--- src/rtl/dodict_consts.svh ---
// Purpose: constants for the drive object dictionary
// Assumes: one clock, synchronous reset
// Notes:   indices and defaults are illustrative
`ifndef DODICT_CONSTS_SVH
`define DODICT_CONSTS_SVH
`define DOD_IDX_OPMODE      16'h5f42
`define DOD_IDX_CTRL        16'h6040
`define DOD_IDX_STATUS      16'h6041
`define DOD_IDX_POSLIM      16'h607d
`define DOD_IDX_POSFAC      16'h6093
`define DOD_IDX_VELFAC      16'h6094
`define DOD_IDX_SENSRES     16'h6410
`define DOD_IDX_MAXSPD      16'h6420
`define DOD_IDX_CMDTRIG     16'h6430
`define DOD_IDX_VERSION     16'h6500
`define DOD_IDX_TEMP        16'h6510
`define DOD_IDX_GAIN        16'h6520
`define DOD_IDX_REC         16'h6530
`define DOD_RST_OPMODE      32'h00000001
`define DOD_RST_CTRL        32'h00000000
`define DOD_RST_GAIN        32'h3f800000
`define DOD_RST_FAC_NUM     32'h00000001
`define DOD_RST_FAC_DEN     32'h00000001
`define DOD_RST_REC_A       32'h00000000
`define DOD_RST_REC_B       32'h00000000
`define DOD_RST_CMDTRIG     32'h00000000
`define DOD_CONST_VERSION   32'h00000123
`define DOD_NV_COUNT        6
`define DOD_NV_SENSRES      3'h0
`define DOD_NV_POSLIM_MIN   3'h1
`define DOD_NV_POSLIM_MAX   3'h2
`define DOD_NV_VELFAC_NUM   3'h3
`define DOD_NV_VELFAC_DEN   3'h4
`define DOD_NV_MAXSPD       3'h5
`define DOD_F32_SIGN        31
`define DOD_F32_EXP_HI      30
`define DOD_F32_EXP_LO      23
`define DOD_F32_MAN_HI      22
`endif

--- src/rtl/dodict_pkg.sv ---
// Purpose: types for the drive object dictionary
// Assumes: nothing
// Notes:   constants live in dodict_consts.svh
package dodict_pkg;
  typedef enum logic [2:0] {
    DOD_T_I8, DOD_T_I16, DOD_T_I32, DOD_T_U8, DOD_T_U16, DOD_T_U32, DOD_T_F32
  } dodict_dtype_t;
  typedef enum logic [1:0] {
    DOD_ACC_RW, DOD_ACC_RO, DOD_ACC_WO
  } dodict_access_t;
  typedef enum logic [1:0] {
    DOD_E_OK, DOD_E_NOOBJ, DOD_E_ACCESS, DOD_E_VALUE
  } dodict_err_t;
  typedef enum {
    DOD_S_LOAD, DOD_S_RUN
  } dodict_state_t;
endpackage

--- src/rtl/dodict_bank.sv ---
// Purpose: object dictionary of a servo drive, index/subindex access
// Assumes: requests are single-cycle strobes; flash image presented on nv_* ports
// Notes:   answer comes one cycle after a strobe taken while ready_out is high
//
// Contract
// [RULE1] simple variable uses subindex zero only
// [RULE2] array element selected by subindex one up
// [RULE3] record member selected by subindex one up
// [RULE4] subindex zero of array/record reads count
// [RULE5] signed two's complement, unsigned plain binary
// [RULE6] float32: sign, 8-bit exponent, 23-bit mantissa
// [RULE7] constants never change during operation
// [RULE8] non-machine data load defaults after switch-on
// [RULE9] machine data restored from flash at switch-on
// [RULE10] controller converts raw values by unit step
// [RULE11] sensor resolution steps equal one revolution
// [RULE12] position unit scaled to sensor steps by ratio
// [RULE13] speed machine data in quarter/half/whole rpm
// [RULE14] velocity numerator given in half/quarter rpm
// [RULE15] select variables accept only enumerated codes
// [RULE16] bad access rejected, storage left unchanged
`include "dodict_consts.svh"
`timescale 1ns/1ps
`default_nettype none
module dodict_bank #(
  parameter int NV_W = 3
) (
  input  wire logic        mclk_in,
  input  wire logic        nrst_in,
  input  wire logic        nv_valid_in,
  input  wire logic [NV_W-1:0] nv_addr_in,
  input  wire logic [31:0] nv_data_in,
  input  wire logic        nv_done_in,
  input  wire logic        req_in,
  input  wire logic        req_write_in,
  input  wire logic [15:0] req_index_in,
  input  wire logic [7:0]  req_subindex_in,
  input  wire logic [31:0] req_wdata_in,
  output logic             ready_out,
  output logic             ack_out,
  output logic [1:0]       err_out,
  output logic [31:0]      rdata_out,
  output logic [31:0]      posfac_num_out,
  output logic [31:0]      posfac_den_out,
  output logic [31:0]      sensres_out,
  output logic [31:0]      velfac_num_out,
  output logic [31:0]      velfac_den_out,
  output logic [31:0]      maxspd_out,
  output logic [15:0]      opmode_out,
  output logic             cmd_trig_out,
  input  wire logic [15:0] status_in,
  input  wire logic [7:0]  temp_in
);
  dodict_pkg::dodict_state_t state;
  logic [31:0] nv [0:`DOD_NV_COUNT-1];
  logic [15:0] opmode;
  logic [15:0] ctrl;
  logic [31:0] gain;
  logic [31:0] pos_num;
  logic [31:0] pos_den;
  logic [31:0] rec_a;
  logic [15:0] rec_b;
  logic        hit;
  logic        acc_ok;
  logic        val_ok;
  logic [31:0] rd;
  dodict_pkg::dodict_access_t acc;
  dodict_pkg::dodict_err_t    next_err;
  // sign extension keeps i8/i16 two's complement in a 32-bit word
  function automatic logic [31:0] dod_extend(input logic [31:0] v,
                                             input dodict_pkg::dodict_dtype_t t);
    case (t)
      dodict_pkg::DOD_T_I8:  dod_extend = {{24{v[7]}}, v[7:0]};
      dodict_pkg::DOD_T_I16: dod_extend = {{16{v[15]}}, v[15:0]};
      dodict_pkg::DOD_T_U8:  dod_extend = {24'h000000, v[7:0]};
      dodict_pkg::DOD_T_U16: dod_extend = {16'h0000, v[15:0]};
      default:               dod_extend = v;
    endcase
  endfunction
  assign ready_out = (state == dodict_pkg::DOD_S_RUN);
  // decode: object kind, subindex legality, access and read value
  always_comb
  begin
    hit = 1'b1;
    acc = dodict_pkg::DOD_ACC_RW;
    rd  = 32'h00000000;
    val_ok = 1'b1;
    case (req_index_in)
      `DOD_IDX_OPMODE:
      begin
        hit = (req_subindex_in == 8'h00); // [RULE1]
        rd  = dod_extend({16'h0000, opmode}, dodict_pkg::DOD_T_I16); // [RULE5]
        val_ok = (req_wdata_in[15:0] >= 16'h0001) && (req_wdata_in[15:0] <= 16'h0003); // [RULE15]
      end
      `DOD_IDX_CTRL:
      begin
        hit = (req_subindex_in == 8'h00); // [RULE1]
        rd  = {16'h0000, ctrl};
      end
      `DOD_IDX_STATUS:
      begin
        hit = (req_subindex_in == 8'h00);
        acc = dodict_pkg::DOD_ACC_RO;
        rd  = {16'h0000, status_in};
      end
      `DOD_IDX_TEMP:
      begin
        // raw value in 0.1 degree steps, caller scales it
        hit = (req_subindex_in == 8'h00); // [RULE10]
        acc = dodict_pkg::DOD_ACC_RO;
        rd  = dod_extend({24'h000000, temp_in}, dodict_pkg::DOD_T_I8); // [RULE5]
      end
      `DOD_IDX_VERSION:
      begin
        hit = (req_subindex_in == 8'h00);
        acc = dodict_pkg::DOD_ACC_RO;
        rd  = `DOD_CONST_VERSION; // [RULE7]
      end
      `DOD_IDX_CMDTRIG:
      begin
        hit = (req_subindex_in == 8'h00);
        acc = dodict_pkg::DOD_ACC_WO;
      end
      `DOD_IDX_GAIN:
      begin
        hit = (req_subindex_in == 8'h00);
        rd  = gain; // [RULE6]
      end
      `DOD_IDX_SENSRES:
      begin
        hit = (req_subindex_in == 8'h00);
        rd  = nv[`DOD_NV_SENSRES]; // [RULE11]
      end
      `DOD_IDX_MAXSPD:
      begin
        hit = (req_subindex_in == 8'h00);
        rd  = nv[`DOD_NV_MAXSPD]; // [RULE13]
      end
      `DOD_IDX_POSLIM, `DOD_IDX_POSFAC, `DOD_IDX_VELFAC:
      begin
        hit = (req_subindex_in <= 8'h02); // [RULE2]
        if (req_subindex_in == 8'h00)
        begin
          acc = dodict_pkg::DOD_ACC_RO;
          rd  = 32'h00000002; // [RULE4]
        end
        else if (req_index_in == `DOD_IDX_POSLIM)
          rd = (req_subindex_in == 8'h01) ? nv[`DOD_NV_POSLIM_MIN] : nv[`DOD_NV_POSLIM_MAX];
        else if (req_index_in == `DOD_IDX_POSFAC)
          rd = (req_subindex_in == 8'h01) ? pos_num : pos_den; // [RULE12]
        else
          rd = (req_subindex_in == 8'h01) ? nv[`DOD_NV_VELFAC_NUM] : nv[`DOD_NV_VELFAC_DEN];
        if (req_index_in != `DOD_IDX_POSLIM && req_subindex_in != 8'h00)
          val_ok = (req_wdata_in != 32'h00000000);
      end
      `DOD_IDX_REC:
      begin
        hit = (req_subindex_in <= 8'h02); // [RULE3]
        if (req_subindex_in == 8'h00)
        begin
          acc = dodict_pkg::DOD_ACC_RO;
          rd  = 32'h00000002; // [RULE4]
        end
        else if (req_subindex_in == 8'h01)
          rd = rec_a;
        else
          rd = dod_extend({16'h0000, rec_b}, dodict_pkg::DOD_T_U16); // [RULE5]
      end
      default:
        hit = 1'b0;
    endcase
    acc_ok = req_write_in ? (acc != dodict_pkg::DOD_ACC_RO) : (acc != dodict_pkg::DOD_ACC_WO);
    if (!hit)
      next_err = dodict_pkg::DOD_E_NOOBJ;
    else if (!acc_ok)
      next_err = dodict_pkg::DOD_E_ACCESS;
    else if (req_write_in && !val_ok)
      next_err = dodict_pkg::DOD_E_VALUE;
    else
      next_err = dodict_pkg::DOD_E_OK;
  end
  logic wr_ok;
  assign wr_ok = req_in && ready_out && req_write_in && (next_err == dodict_pkg::DOD_E_OK);
  always_ff @(posedge mclk_in)
  begin
    if (!nrst_in)
      state <= dodict_pkg::DOD_S_LOAD;
    else if (state == dodict_pkg::DOD_S_LOAD && nv_done_in)
      state <= dodict_pkg::DOD_S_RUN; // [RULE9]
  end
  // machine data: filled from flash while loading, editable afterwards
  always_ff @(posedge mclk_in)
  begin
    if (state == dodict_pkg::DOD_S_LOAD && nv_valid_in && nv_addr_in < NV_W'(`DOD_NV_COUNT))
      nv[nv_addr_in] <= nv_data_in; // [RULE9]
    else if (wr_ok) // [RULE16]
    begin
      case (req_index_in)
        `DOD_IDX_SENSRES: nv[`DOD_NV_SENSRES] <= req_wdata_in;
        `DOD_IDX_MAXSPD:  nv[`DOD_NV_MAXSPD] <= req_wdata_in; // [RULE13]
        `DOD_IDX_POSLIM:
          nv[(req_subindex_in == 8'h01) ? `DOD_NV_POSLIM_MIN : `DOD_NV_POSLIM_MAX] <= req_wdata_in;
        `DOD_IDX_VELFAC:
          nv[(req_subindex_in == 8'h01) ? `DOD_NV_VELFAC_NUM : `DOD_NV_VELFAC_DEN] <= req_wdata_in; // [RULE14]
        default: ;
      endcase
    end
  end
  // parameters: documented defaults at switch-on
  always_ff @(posedge mclk_in)
  begin
    if (!nrst_in)
    begin
      opmode  <= 16'(`DOD_RST_OPMODE); // [RULE8]
      ctrl    <= 16'(`DOD_RST_CTRL);
      gain    <= `DOD_RST_GAIN;
      pos_num <= `DOD_RST_FAC_NUM; // [RULE12]
      pos_den <= `DOD_RST_FAC_DEN;
      rec_a   <= `DOD_RST_REC_A;
      rec_b   <= 16'(`DOD_RST_REC_B);
    end
    else if (wr_ok) // [RULE16]
    begin
      case (req_index_in)
        `DOD_IDX_OPMODE: opmode <= req_wdata_in[15:0]; // [RULE15]
        `DOD_IDX_CTRL:   ctrl <= req_wdata_in[15:0];
        `DOD_IDX_GAIN:   gain <= req_wdata_in;
        `DOD_IDX_POSFAC:
          if (req_subindex_in == 8'h01)
            pos_num <= req_wdata_in;
          else
            pos_den <= req_wdata_in;
        `DOD_IDX_REC:
          if (req_subindex_in == 8'h01)
            rec_a <= req_wdata_in;
          else
            rec_b <= req_wdata_in[15:0];
        default: ;
      endcase
    end
  end
  always_ff @(posedge mclk_in)
  begin
    if (!nrst_in)
    begin
      ack_out      <= 1'b0;
      err_out      <= 2'h0;
      rdata_out    <= 32'h00000000;
      cmd_trig_out <= 1'b0;
    end
    else
    begin
      ack_out      <= req_in && ready_out;
      err_out      <= (req_in && ready_out) ? next_err : 2'h0;
      // refused reads return zero so stale data never leaks
      rdata_out    <= (req_in && ready_out && !req_write_in && next_err == dodict_pkg::DOD_E_OK) ? rd : 32'h00000000;
      cmd_trig_out <= wr_ok && (req_index_in == `DOD_IDX_CMDTRIG);
    end
  end
  assign posfac_num_out = pos_num;
  assign posfac_den_out = pos_den;
  assign sensres_out    = nv[`DOD_NV_SENSRES];
  assign velfac_num_out = nv[`DOD_NV_VELFAC_NUM];
  assign velfac_den_out = nv[`DOD_NV_VELFAC_DEN];
  assign maxspd_out     = nv[`DOD_NV_MAXSPD];
  assign opmode_out     = opmode;
  AST_CONST_READ: assert property (@(posedge mclk_in) disable iff (!nrst_in) // [RULE7]
    req_in && ready_out && !req_write_in && req_index_in == `DOD_IDX_VERSION && req_subindex_in == 8'h00
    |=> rdata_out == `DOD_CONST_VERSION) else $error("constant read wrong");
  AST_COUNT_READ: assert property (@(posedge mclk_in) disable iff (!nrst_in) // [RULE4]
    req_in && ready_out && !req_write_in && req_index_in == `DOD_IDX_POSLIM && req_subindex_in == 8'h00
    |=> ack_out && err_out == 2'h0 && rdata_out == 32'h00000002) else $error("count read wrong");
  AST_SIMPLE_SUB: assert property (@(posedge mclk_in) disable iff (!nrst_in) // [RULE1]
    req_in && ready_out && req_index_in == `DOD_IDX_CTRL && req_subindex_in != 8'h00
    |=> err_out == 2'h1) else $error("simple subindex not refused");
  AST_RO_WRITE: assert property (@(posedge mclk_in) disable iff (!nrst_in) // [RULE16]
    req_in && ready_out && req_write_in && req_index_in == `DOD_IDX_STATUS
    |=> err_out == 2'h2) else $error("read-only write not refused");
  AST_SELECT: assert property (@(posedge mclk_in) disable iff (!nrst_in) // [RULE15]
    req_in && ready_out && req_write_in && req_index_in == `DOD_IDX_OPMODE && req_subindex_in == 8'h00
    && req_wdata_in[15:0] > 16'h0003 |=> $stable(opmode)) else $error("bad select code stored");
  AST_DEFAULTS: assert property (@(posedge mclk_in) // [RULE8]
    !nrst_in |=> opmode == 16'h0001 && pos_num == 32'h00000001 && !ack_out) else $error("default missing");
  AST_LOAD_QUIET: assert property (@(posedge mclk_in) disable iff (!nrst_in) // [RULE9]
    !ready_out |=> !ack_out && !cmd_trig_out) else $error("access during load");
  AST_POSFAC_WR: assert property (@(posedge mclk_in) disable iff (!nrst_in) // [RULE12]
    wr_ok && req_index_in == `DOD_IDX_POSFAC && req_subindex_in == 8'h01
    |=> posfac_num_out == $past(req_wdata_in)) else $error("position factor not stored");
  AST_TRIG: assert property (@(posedge mclk_in) disable iff (!nrst_in) // [RULE16]
    cmd_trig_out |-> $past(req_in && ready_out && req_write_in && req_subindex_in == 8'h00
    && req_index_in == `DOD_IDX_CMDTRIG)) else $error("trigger without write");
  COV_ARRAY_RD: cover property (@(posedge mclk_in) ack_out && err_out == 2'h0 && $past(req_index_in) == `DOD_IDX_POSLIM);
  COV_REC_WR: cover property (@(posedge mclk_in) wr_ok && req_index_in == `DOD_IDX_REC);
  COV_ERR: cover property (@(posedge mclk_in) ack_out && err_out == 2'h1);
endmodule
`default_nettype wire

--- config.mk ---
export PLATFORM = sky130hd
export DESIGN_NAME = dodict_bank
export DESIGN_NICKNAME = d
export VERILOG_FILES = /design/src/rtl/dodict_pkg.sv /design/src/rtl/dodict_bank.sv
export VERILOG_INCLUDE_DIRS = /design/src /design/src/rtl
export SDC_FILE = /design/constraint.sdc
export NUM_CORES = 1
export LEC_CHECK = 0
export BUFFER_PORTS_ARGS = -buffer_cell sky130_fd_sc_hd__buf_2
export CORE_UTILIZATION = 40
export CTS_CLUSTER_DIAMETER = 200
export DETAILED_ROUTE_END_ITERATION = 7
export SYNTH_ARGS = -nofsm -noshare
export SYNTH_HDL_FRONTEND = slang
export SYNTH_SLANG_ARGS = --single-unit
--- constraint.sdc ---
create_clock -name mclk_in -period 9.25 [get_ports mclk_in]
set_clock_uncertainty 0.05 [all_clocks]
set_input_delay 0.4625 -clock mclk_in [delete_from_list [all_inputs] [get_ports mclk_in]]
set_output_delay 0.4625 -clock mclk_in [all_outputs]
set_load 0.01 [all_outputs]
==> results of run 1 <==
-- area by class of cell --
cell class                 instances  share of cell area (%)
antenna                            1                 0.01197
clock buffer                      66                   6.349
clock inverter                    18                  0.5505
inverter                           6                  0.1077
multi-input combinational       1024                   32.07
sequential                       405                   47.97
tap                              539                   3.225
timing repair buffer             392                   9.718
-- layer usage --
layer	part of all wire, %	vias to the layer above
met5	0.038	-
met4	3.1	4
met3	8.8	122
met2	45	791
met1	44	7050
li1	-	6339
-- path summary, 6_finish.rpt --
path | start | slack (ns) | cells after the start | to
max | req_subindex_in[7] | 4.69 | 11 | nv[2][12]$_DFFE_PP_
min | nv_done_in | 0.04 | 2 | state[0]$_SDFFE_PN0P_
max reg2reg | state[0]$_SDFFE_PN0P_ | 5.62 | 9 | nv[1][17]$_DFFE_PP_
min reg2reg | gain[21]$_SDFFE_PN0P_ | 0.40 | 2 | gain[21]$_SDFFE_PN0P_
-- flip-flops by register name, indices dropped and copies added, names as in the netlist, 2 cells and up --
name	flops
err_out	2
gain	32
rec_a	32
nv	192
posfac_num_out	32
posfac_den_out	32
rdata_out	32
rec_b	16
ctrl	16
opmode_out	16
-- metrics by stage --
| stage | hold slack (ns) | cells |
|---|---|---|
| 2_1_floorplan | 0.3762 | 1562 |
| 3_3_place_gp | 0.3834 | 2366 |
| 3_5_place_dp | 0.3912 | 2366 |
| 4_1_cts | 0.006064 | 2450 |
| 5_1_grt | 0.02983 | 2451 |
| 6_report | 0.04178 | 2451 |
-- synth_stat cells, types with 17 or more instances --
cell	instances	area (µm²)
a31oi_1	22	137.6
a21boi_1	97	728.2
nand2_1	356	1336
a21boi_0	39	292.8
nor2b_1	19	118.9
edfxtp_1	192	5766
buf_2	29	145.1
o22ai_1	47	294.0
clkbuf_1	83	311.6
mux2_2	32	360.4
dfxtp_1	213	4264
o21ai_0	17	85.08
a21oi_1	43	215.2
and3_1	18	112.6
mux2i_1	112	1121
-- power breakdown --
part / switching (µW) / total [µW] / leakage, µW / internal (µW)
Combinational: 90.5 / 139 / 0.00379 / 48.7
Sequential: 6.40 / 1890 / 0.00345 / 1890
Clock: 732 / 1750 / 0.000710 / 1020
Total: 828 / 3790 / 0.00795 / 2960
-- cells by family after synthesis --
family          synth area share (%)
simple gates                   13.85
mux                            8.760
buf+inv                        3.272
compound gates                 15.69
flops                          58.42
==> key figures, run 1 <==
Cells and area
  • Relative area change from synthesis to final layout: 21.80%
  • Share of cells above drive strength 1: 27.89%
  • Area of all placed cells without fillers: 0.02091 mm²
  • Sequential cell area: 0.01003 mm²
  • Fill cell count: 3,852
  • Multi-input gate area: 0.006706 mm²
  • Most common cell after layout, fill and taps aside: buf_2
  • Final standard cell utilization of the core: 49.63%
  • Leading cell types in the layout, fill and taps excluded: 364 x buf_2, 355 x nand2_1, 213 x dfxtp_1
  • Number of nets in the finished design: 1,995

Placement
  • IO Port Bufs: 365
  • Setup slack after placement: 4.047 ns
  • Global placement routability congestion: 0.8662
  • Placed wire-length estimate: 41,090 µm
  • Placed cell area: 0.01946 mm²

Clock tree
  • Post-cts resize count: 0
  • Root Buffer: clkbuf_16
  • Maximum buffer depth of the clock tree: 3
  • Total number of H-tree levels: 2
  • Reg clk slew, reported paths: 0.06 ns
  • Setup fix buffers added after clock tree synthesis: 0
  • Clock latency of the later-clocked register in the worst-skew pair: 0.57 ns
  • Sinks on the clock net: 405
  • Hold-fix buffer count after cts: 0
  • TritonCTS clock tree: built
  • Clock buffer count from CTS: 45

Floorplanning
  • Floorplan Core Area: 0.04213 mm²
  • Area of the die: 0.04375 mm²
  • Starting density of the core: 40.75%
  • Die Width: 209.2 µm
  • Number of placement rows: 75
  • Number of ports placed on the die boundary: 366
  • Vert. Die Dim: 209.2 µm

STA
  • Total of endpoints with negative setup slack in the final report: 0
  • Crit path time final: 4.561 ns
  • Final critical-path share of the clock period: 49.31%
  • Setup slack after layout: 4.689 ns
  • Worst Max-Slew Pin Slew: 1.444 ns
  • Count of pins over their slew limit: 0
  • Final Hold Fails: 0
  • Achievable frequency: 219.2 MHz
  • Normalized max-slew margin: 2.989%
  • RSZ-0062 raised after global routing: false
  • Fin Setup TNS: 0 ns

Routing
  • Vias per Instance: 5.837
  • Post-DR wirelength/cell: 25.67 µm
  • Number of DRC violations after detailed-routing iteration 0: 1,514
  • Via count of the routed design: 14,310
  • # DRC: 0
  • Final antenna-violating net count: 0
  • Count of TritonRoute iterations in the first routing pass: 5
  • DRT Wirelength: 62,910 µm

Setup path
  • CP arrival: 4.71 ns
  • Kind of cell adding the most delay to the critical path: simple AND/OR/NAND/NOR gates
  • Largest incremental delay on the critical path: 0.80 ns
  • Most Frequent Cell on Critical Path: buf_4
  • Crit start category: input port
  • Bufs and invs on worst path: 3
  • Kind of critical path: input port to flop
  • Critical path, cell by cell: buf_2 > nor4_1 > nand2_2 > nor3_1 > o311ai_1 > and2_1 > o311ai_4 > buf_4 > a22o_1 > nor3b_2 > buf_4
  • Crit path capture type: flop
  • Maximum fanout encountered on the critical timing path: 34
  • CP Data Required Time: 9.40 ns
  • Cell type of the slowest stage on the worst timing path: nand2_2

Flow run
  • Max-Cap Viols: 0

Synthesis
  • Proportion of synthesized flip-flops having asynchronous set or reset: 0%
  • Number of cells produced by synthesis: 1,562
  • Summed instance area of the synthesized netlist: 0.01717 mm²
  • Number of enable-type register cells in the synthesized netlist: 192
  • Flop and latch count out of synthesis: 405
  • Sequential area share after synthesis: 58.42%
  • Avg Inst Size Synth: 10.99 µm²
  • Count of unique library cells instantiated by Yosys: 71
  • Top_reg_cell synth: dfxtp_1
  • Synthesized netlist net count: 1,683
  • Yosys synthesis warning count: 0

Global route
  • Antenna violations before repair: 3
  • Routing usage on met1: 39.90%
  • Via count of the first global-routing pass: 14,020
  • Largest net degree at the start of global routing: 95
  • First-pass GRT wire length: 91,380 µm
  • Global-route layer with the greatest usage: met2
  • Met3 layer usage reported by global route: 5.350%
  • GR Util met2: 42.77%
  • GRT Residual Overflow: 0
  • Total global-route track usage: 28.32%

Outcome
  • Outcome: finished clean

Power
  • PwrDens: 181.1 mW/mm²
  • Final Total Pwr: 3787 µW
  • Peak ir drop on the vdd network: 0.0001729 V
  • Leakage power of the design: 0.007954 µW

Hold path
  • Classification of the worst-slack hold path: input port to flop
No activity file was read; power rests on OpenSTA's default activity.
==> run 2: changes to the inputs <==
- clock period: 9.25 -> 4 ns (I/O delays scaled with it)
==> key figures, run 2 (synthesis results as in run 1) <==
Outcome
  • Outcome: finished with violations
  • Violated checks: DRC

Cells and area
  • Most common cell after layout, fill and taps aside: buf_2
  • Share of cells above drive strength 1: 28.22% (+0.33 points)
  • Leading cell types in the layout, fill and taps excluded: 364 x buf_2, 355 x nand2_1, 213 x dfxtp_1
  • Relative area change from synthesis to final layout: 28.28%
  • Most flops, register: nv
  • Sequential cell area: 0.01003 mm² (unchanged)
  • Final standard cell utilization of the core: 52.27% (+2.6 points)
  • Fill cell count: 3,757 (-2.5%)
  • Number of nets in the finished design: 2,105 (+5.5%)
  • Multi-input gate area: 0.006745 mm² (+0.58%)
  • Diode count: 0 (-1)
  • Flip-flop count of the largest register after layout: 192 (unchanged)

Setup path
  • Largest incremental delay on the critical path: 0.59 ns (-0.21 ns)
  • Most Frequent Cell on Critical Path: buf_4
  • Critical path, cell by cell: dlygate4sd3_1 > buf_2 > nor4_1 > buf_4 > nand4_1 > or4_1 > a22o_1 > and2_1 > buf_4 > nand3_1 > nand2_1 > nor3b_4 > buf_12
  • Kind of critical path: input port to flop
  • Kind of cell adding the most delay to the critical path: simple AND/OR/NAND/NOR gates
  • Crit start category: input port
  • Bufs and invs on worst path: 5 (+2)
  • Crit path capture type: flop
  • Maximum fanout encountered on the critical timing path: 26 (-24%)
  • CP arrival: 4.06 ns (-0.65 ns)
  • CP Data Required Time: 4.21 ns (-5.19 ns)
  • Cell type of the slowest stage on the worst timing path: or4_1

Global route
  • GRT Residual Overflow: 0 (unchanged)
  • Antenna violations before repair: 1 (-2)
  • Total global-route track usage: 29.64% (+1.3 points)
  • Via count of the first global-routing pass: 14,160 (+1.0%)
  • First-pass GRT wire length: 94,900 µm (+3.8%)
  • Largest net degree at the start of global routing: 96 (+1.1%)

Routing
  • Via count of the routed design: 14,760 (+3.2%)
  • Number of DRC violations after detailed-routing iteration 0: 1,452 (-4.1%)
  • Count of TritonRoute iterations in the first routing pass: 8 (+3)
  • Vias per Instance: 5.768 (-1.2%)
  • Final antenna-violating net count: 0 (unchanged)
  • # DRC: 4 (+4)
  • Post-DR wirelength/cell: 25.87 µm (+0.77%)
  • DRT Wirelength: 66,190 µm (+5.2%)

Clock tree
  • Maximum buffer depth of the clock tree: 3 (unchanged)
  • TritonCTS clock tree: built
  • Clock buffer count from CTS: 44 (-2.2%)
  • Sinks on the clock net: 405 (unchanged)
  • Total number of H-tree levels: 2 (unchanged)
  • Root Buffer: clkbuf_16
  • Reg clk slew, reported paths: 0.06 ns (about the same)
  • Clock latency of the later-clocked register in the worst-skew pair: 0.58 ns (about the same)
  • Setup fix buffers added after clock tree synthesis: 0 (unchanged)

Hold path
  • Classification of the worst-slack hold path: input port to flop

STA
  • Crit path time final: 3.847 ns
  • RSZ-0062 raised after global routing: false
  • Count of pins over their slew limit: 0 (unchanged)
  • Final critical-path share of the clock period: 96.18%
  • Achievable frequency: 259.9 MHz
  • Total of endpoints with negative setup slack in the final report: 0 (unchanged)
  • Normalized max-slew margin: 25.58% (+23 points)
  • Worst Max-Slew Pin Slew: 1.116 ns (-0.3281 ns)
  • Final Hold Fails: 0 (unchanged)
  • Hold_ws: 0.02115 ns (-0.02062 ns)

Floorplanning
  • Number of placement rows: 75 (unchanged)
  • Area of the die: 0.04375 mm² (unchanged)
  • Starting density of the core: 40.75% (unchanged)
  • Vert. Die Dim: 209.2 µm (unchanged)
  • Die Width: 209.2 µm (unchanged)
  • Number of ports placed on the die boundary: 366 (unchanged)
  • Floorplan Core Area: 0.04213 mm² (unchanged)

Placement
  • IO Port Bufs: 365 (unchanged)
  • Global placement routability congestion: 0.8424 (-2.7%)
  • Placed wire-length estimate: 44,050 µm (+7.2%)

Power
  • PwrDens: 397.1 mW/mm² (+120%)
  • Leakage power of the design: 0.008483 µW (+6.7%)
  • Final Total Pwr: 8745 µW (+130%)
  • Peak ir drop on the vdd network: 0.0002917 V (+69%)

Flow run
  • Max-Cap Viols: 0 (unchanged)
run 2: changes by cell type in the layout (fill, tap and decap cells not counted), sizes merged:
cell,before,now
buf,392,432
diode,1,0
dlygate4sd3,0,71
clkinv,16,18
inv,7,9
bufinv,1,2
clkbuf,66,59
run 2: what timing repair did:
item,4_1_cts,5_1_grt
hold buffers,71,0
hold endpoints to repair,315,0
endpoints found under the setup margin,0,4
gates resized for setup,0,1
run 2: through the flow:
step / instance area [µm²] / cells / setup TNS [ns] / setup WS [ns]
global placement: 19920 / 2406 / 0 / 0.2712
floorplan: 17200 / 1562 / -24.52 / -0.1448
detailed placement: 19920 / 2406 / 0 / 0.1902
CTS: 22020 / 2559 / 0 / 0.2339
finish: 22020 / 2559 / 0 / 0.1529
global route: 22020 / 2559 / 0 / 0.07343
run 2: worst min-delay path, cell delays in order:
cell and delay, ns:
buf_2 0.10, a32oi_1 0.09, a31oi_1 0.20
run 2: path summary, 6_finish.rpt:
kind                                from  slack [ns]  cells past startpoint                      end
setup / recovery         req_wdata_in[9]        0.15                     13      nv[2][23]$_DFFE_PP_
hold / removal                temp_in[3]        0.02                      3  rdata_out[3]$_SDFF_PN0_
setup reg to reg   state[0]$_SDFFE_PN0P_        0.99                      9      nv[4][12]$_DFFE_PP_
hold reg to reg   rec_a[24]$_SDFFE_PN0P_        0.40                      2   rec_a[24]$_SDFFE_PN0P_
run 2: cell type report:
| class | count | share of cell area, % |
|---|---|---|
| clock inverter | 23 | 0.8920 |
| tap | 539 | 3.062 |
| timing repair buffer | 503 | 14.33 |
| clock buffer | 59 | 5.443 |
| sequential | 405 | 45.54 |
| inverter | 6 | 0.1023 |
| multi-input combinational | 1024 | 30.63 |
run 2: power by group:
group,switching [µW],internal [µW],total [µW]
Sequential,15.1,4370,4380
Combinational,227,166,393
Clock,1710,2260,3970
Total,1960,6790,8750
run 2: per-layer routing:
layer  track usage, %  share of wire (%)  routed length (µm)
met5                0                  0                   0
met3            8.221                 11                7101
met4            10.50                3.0                1995
met2            44.86                 44               29140
met1            40.56                 42               27960
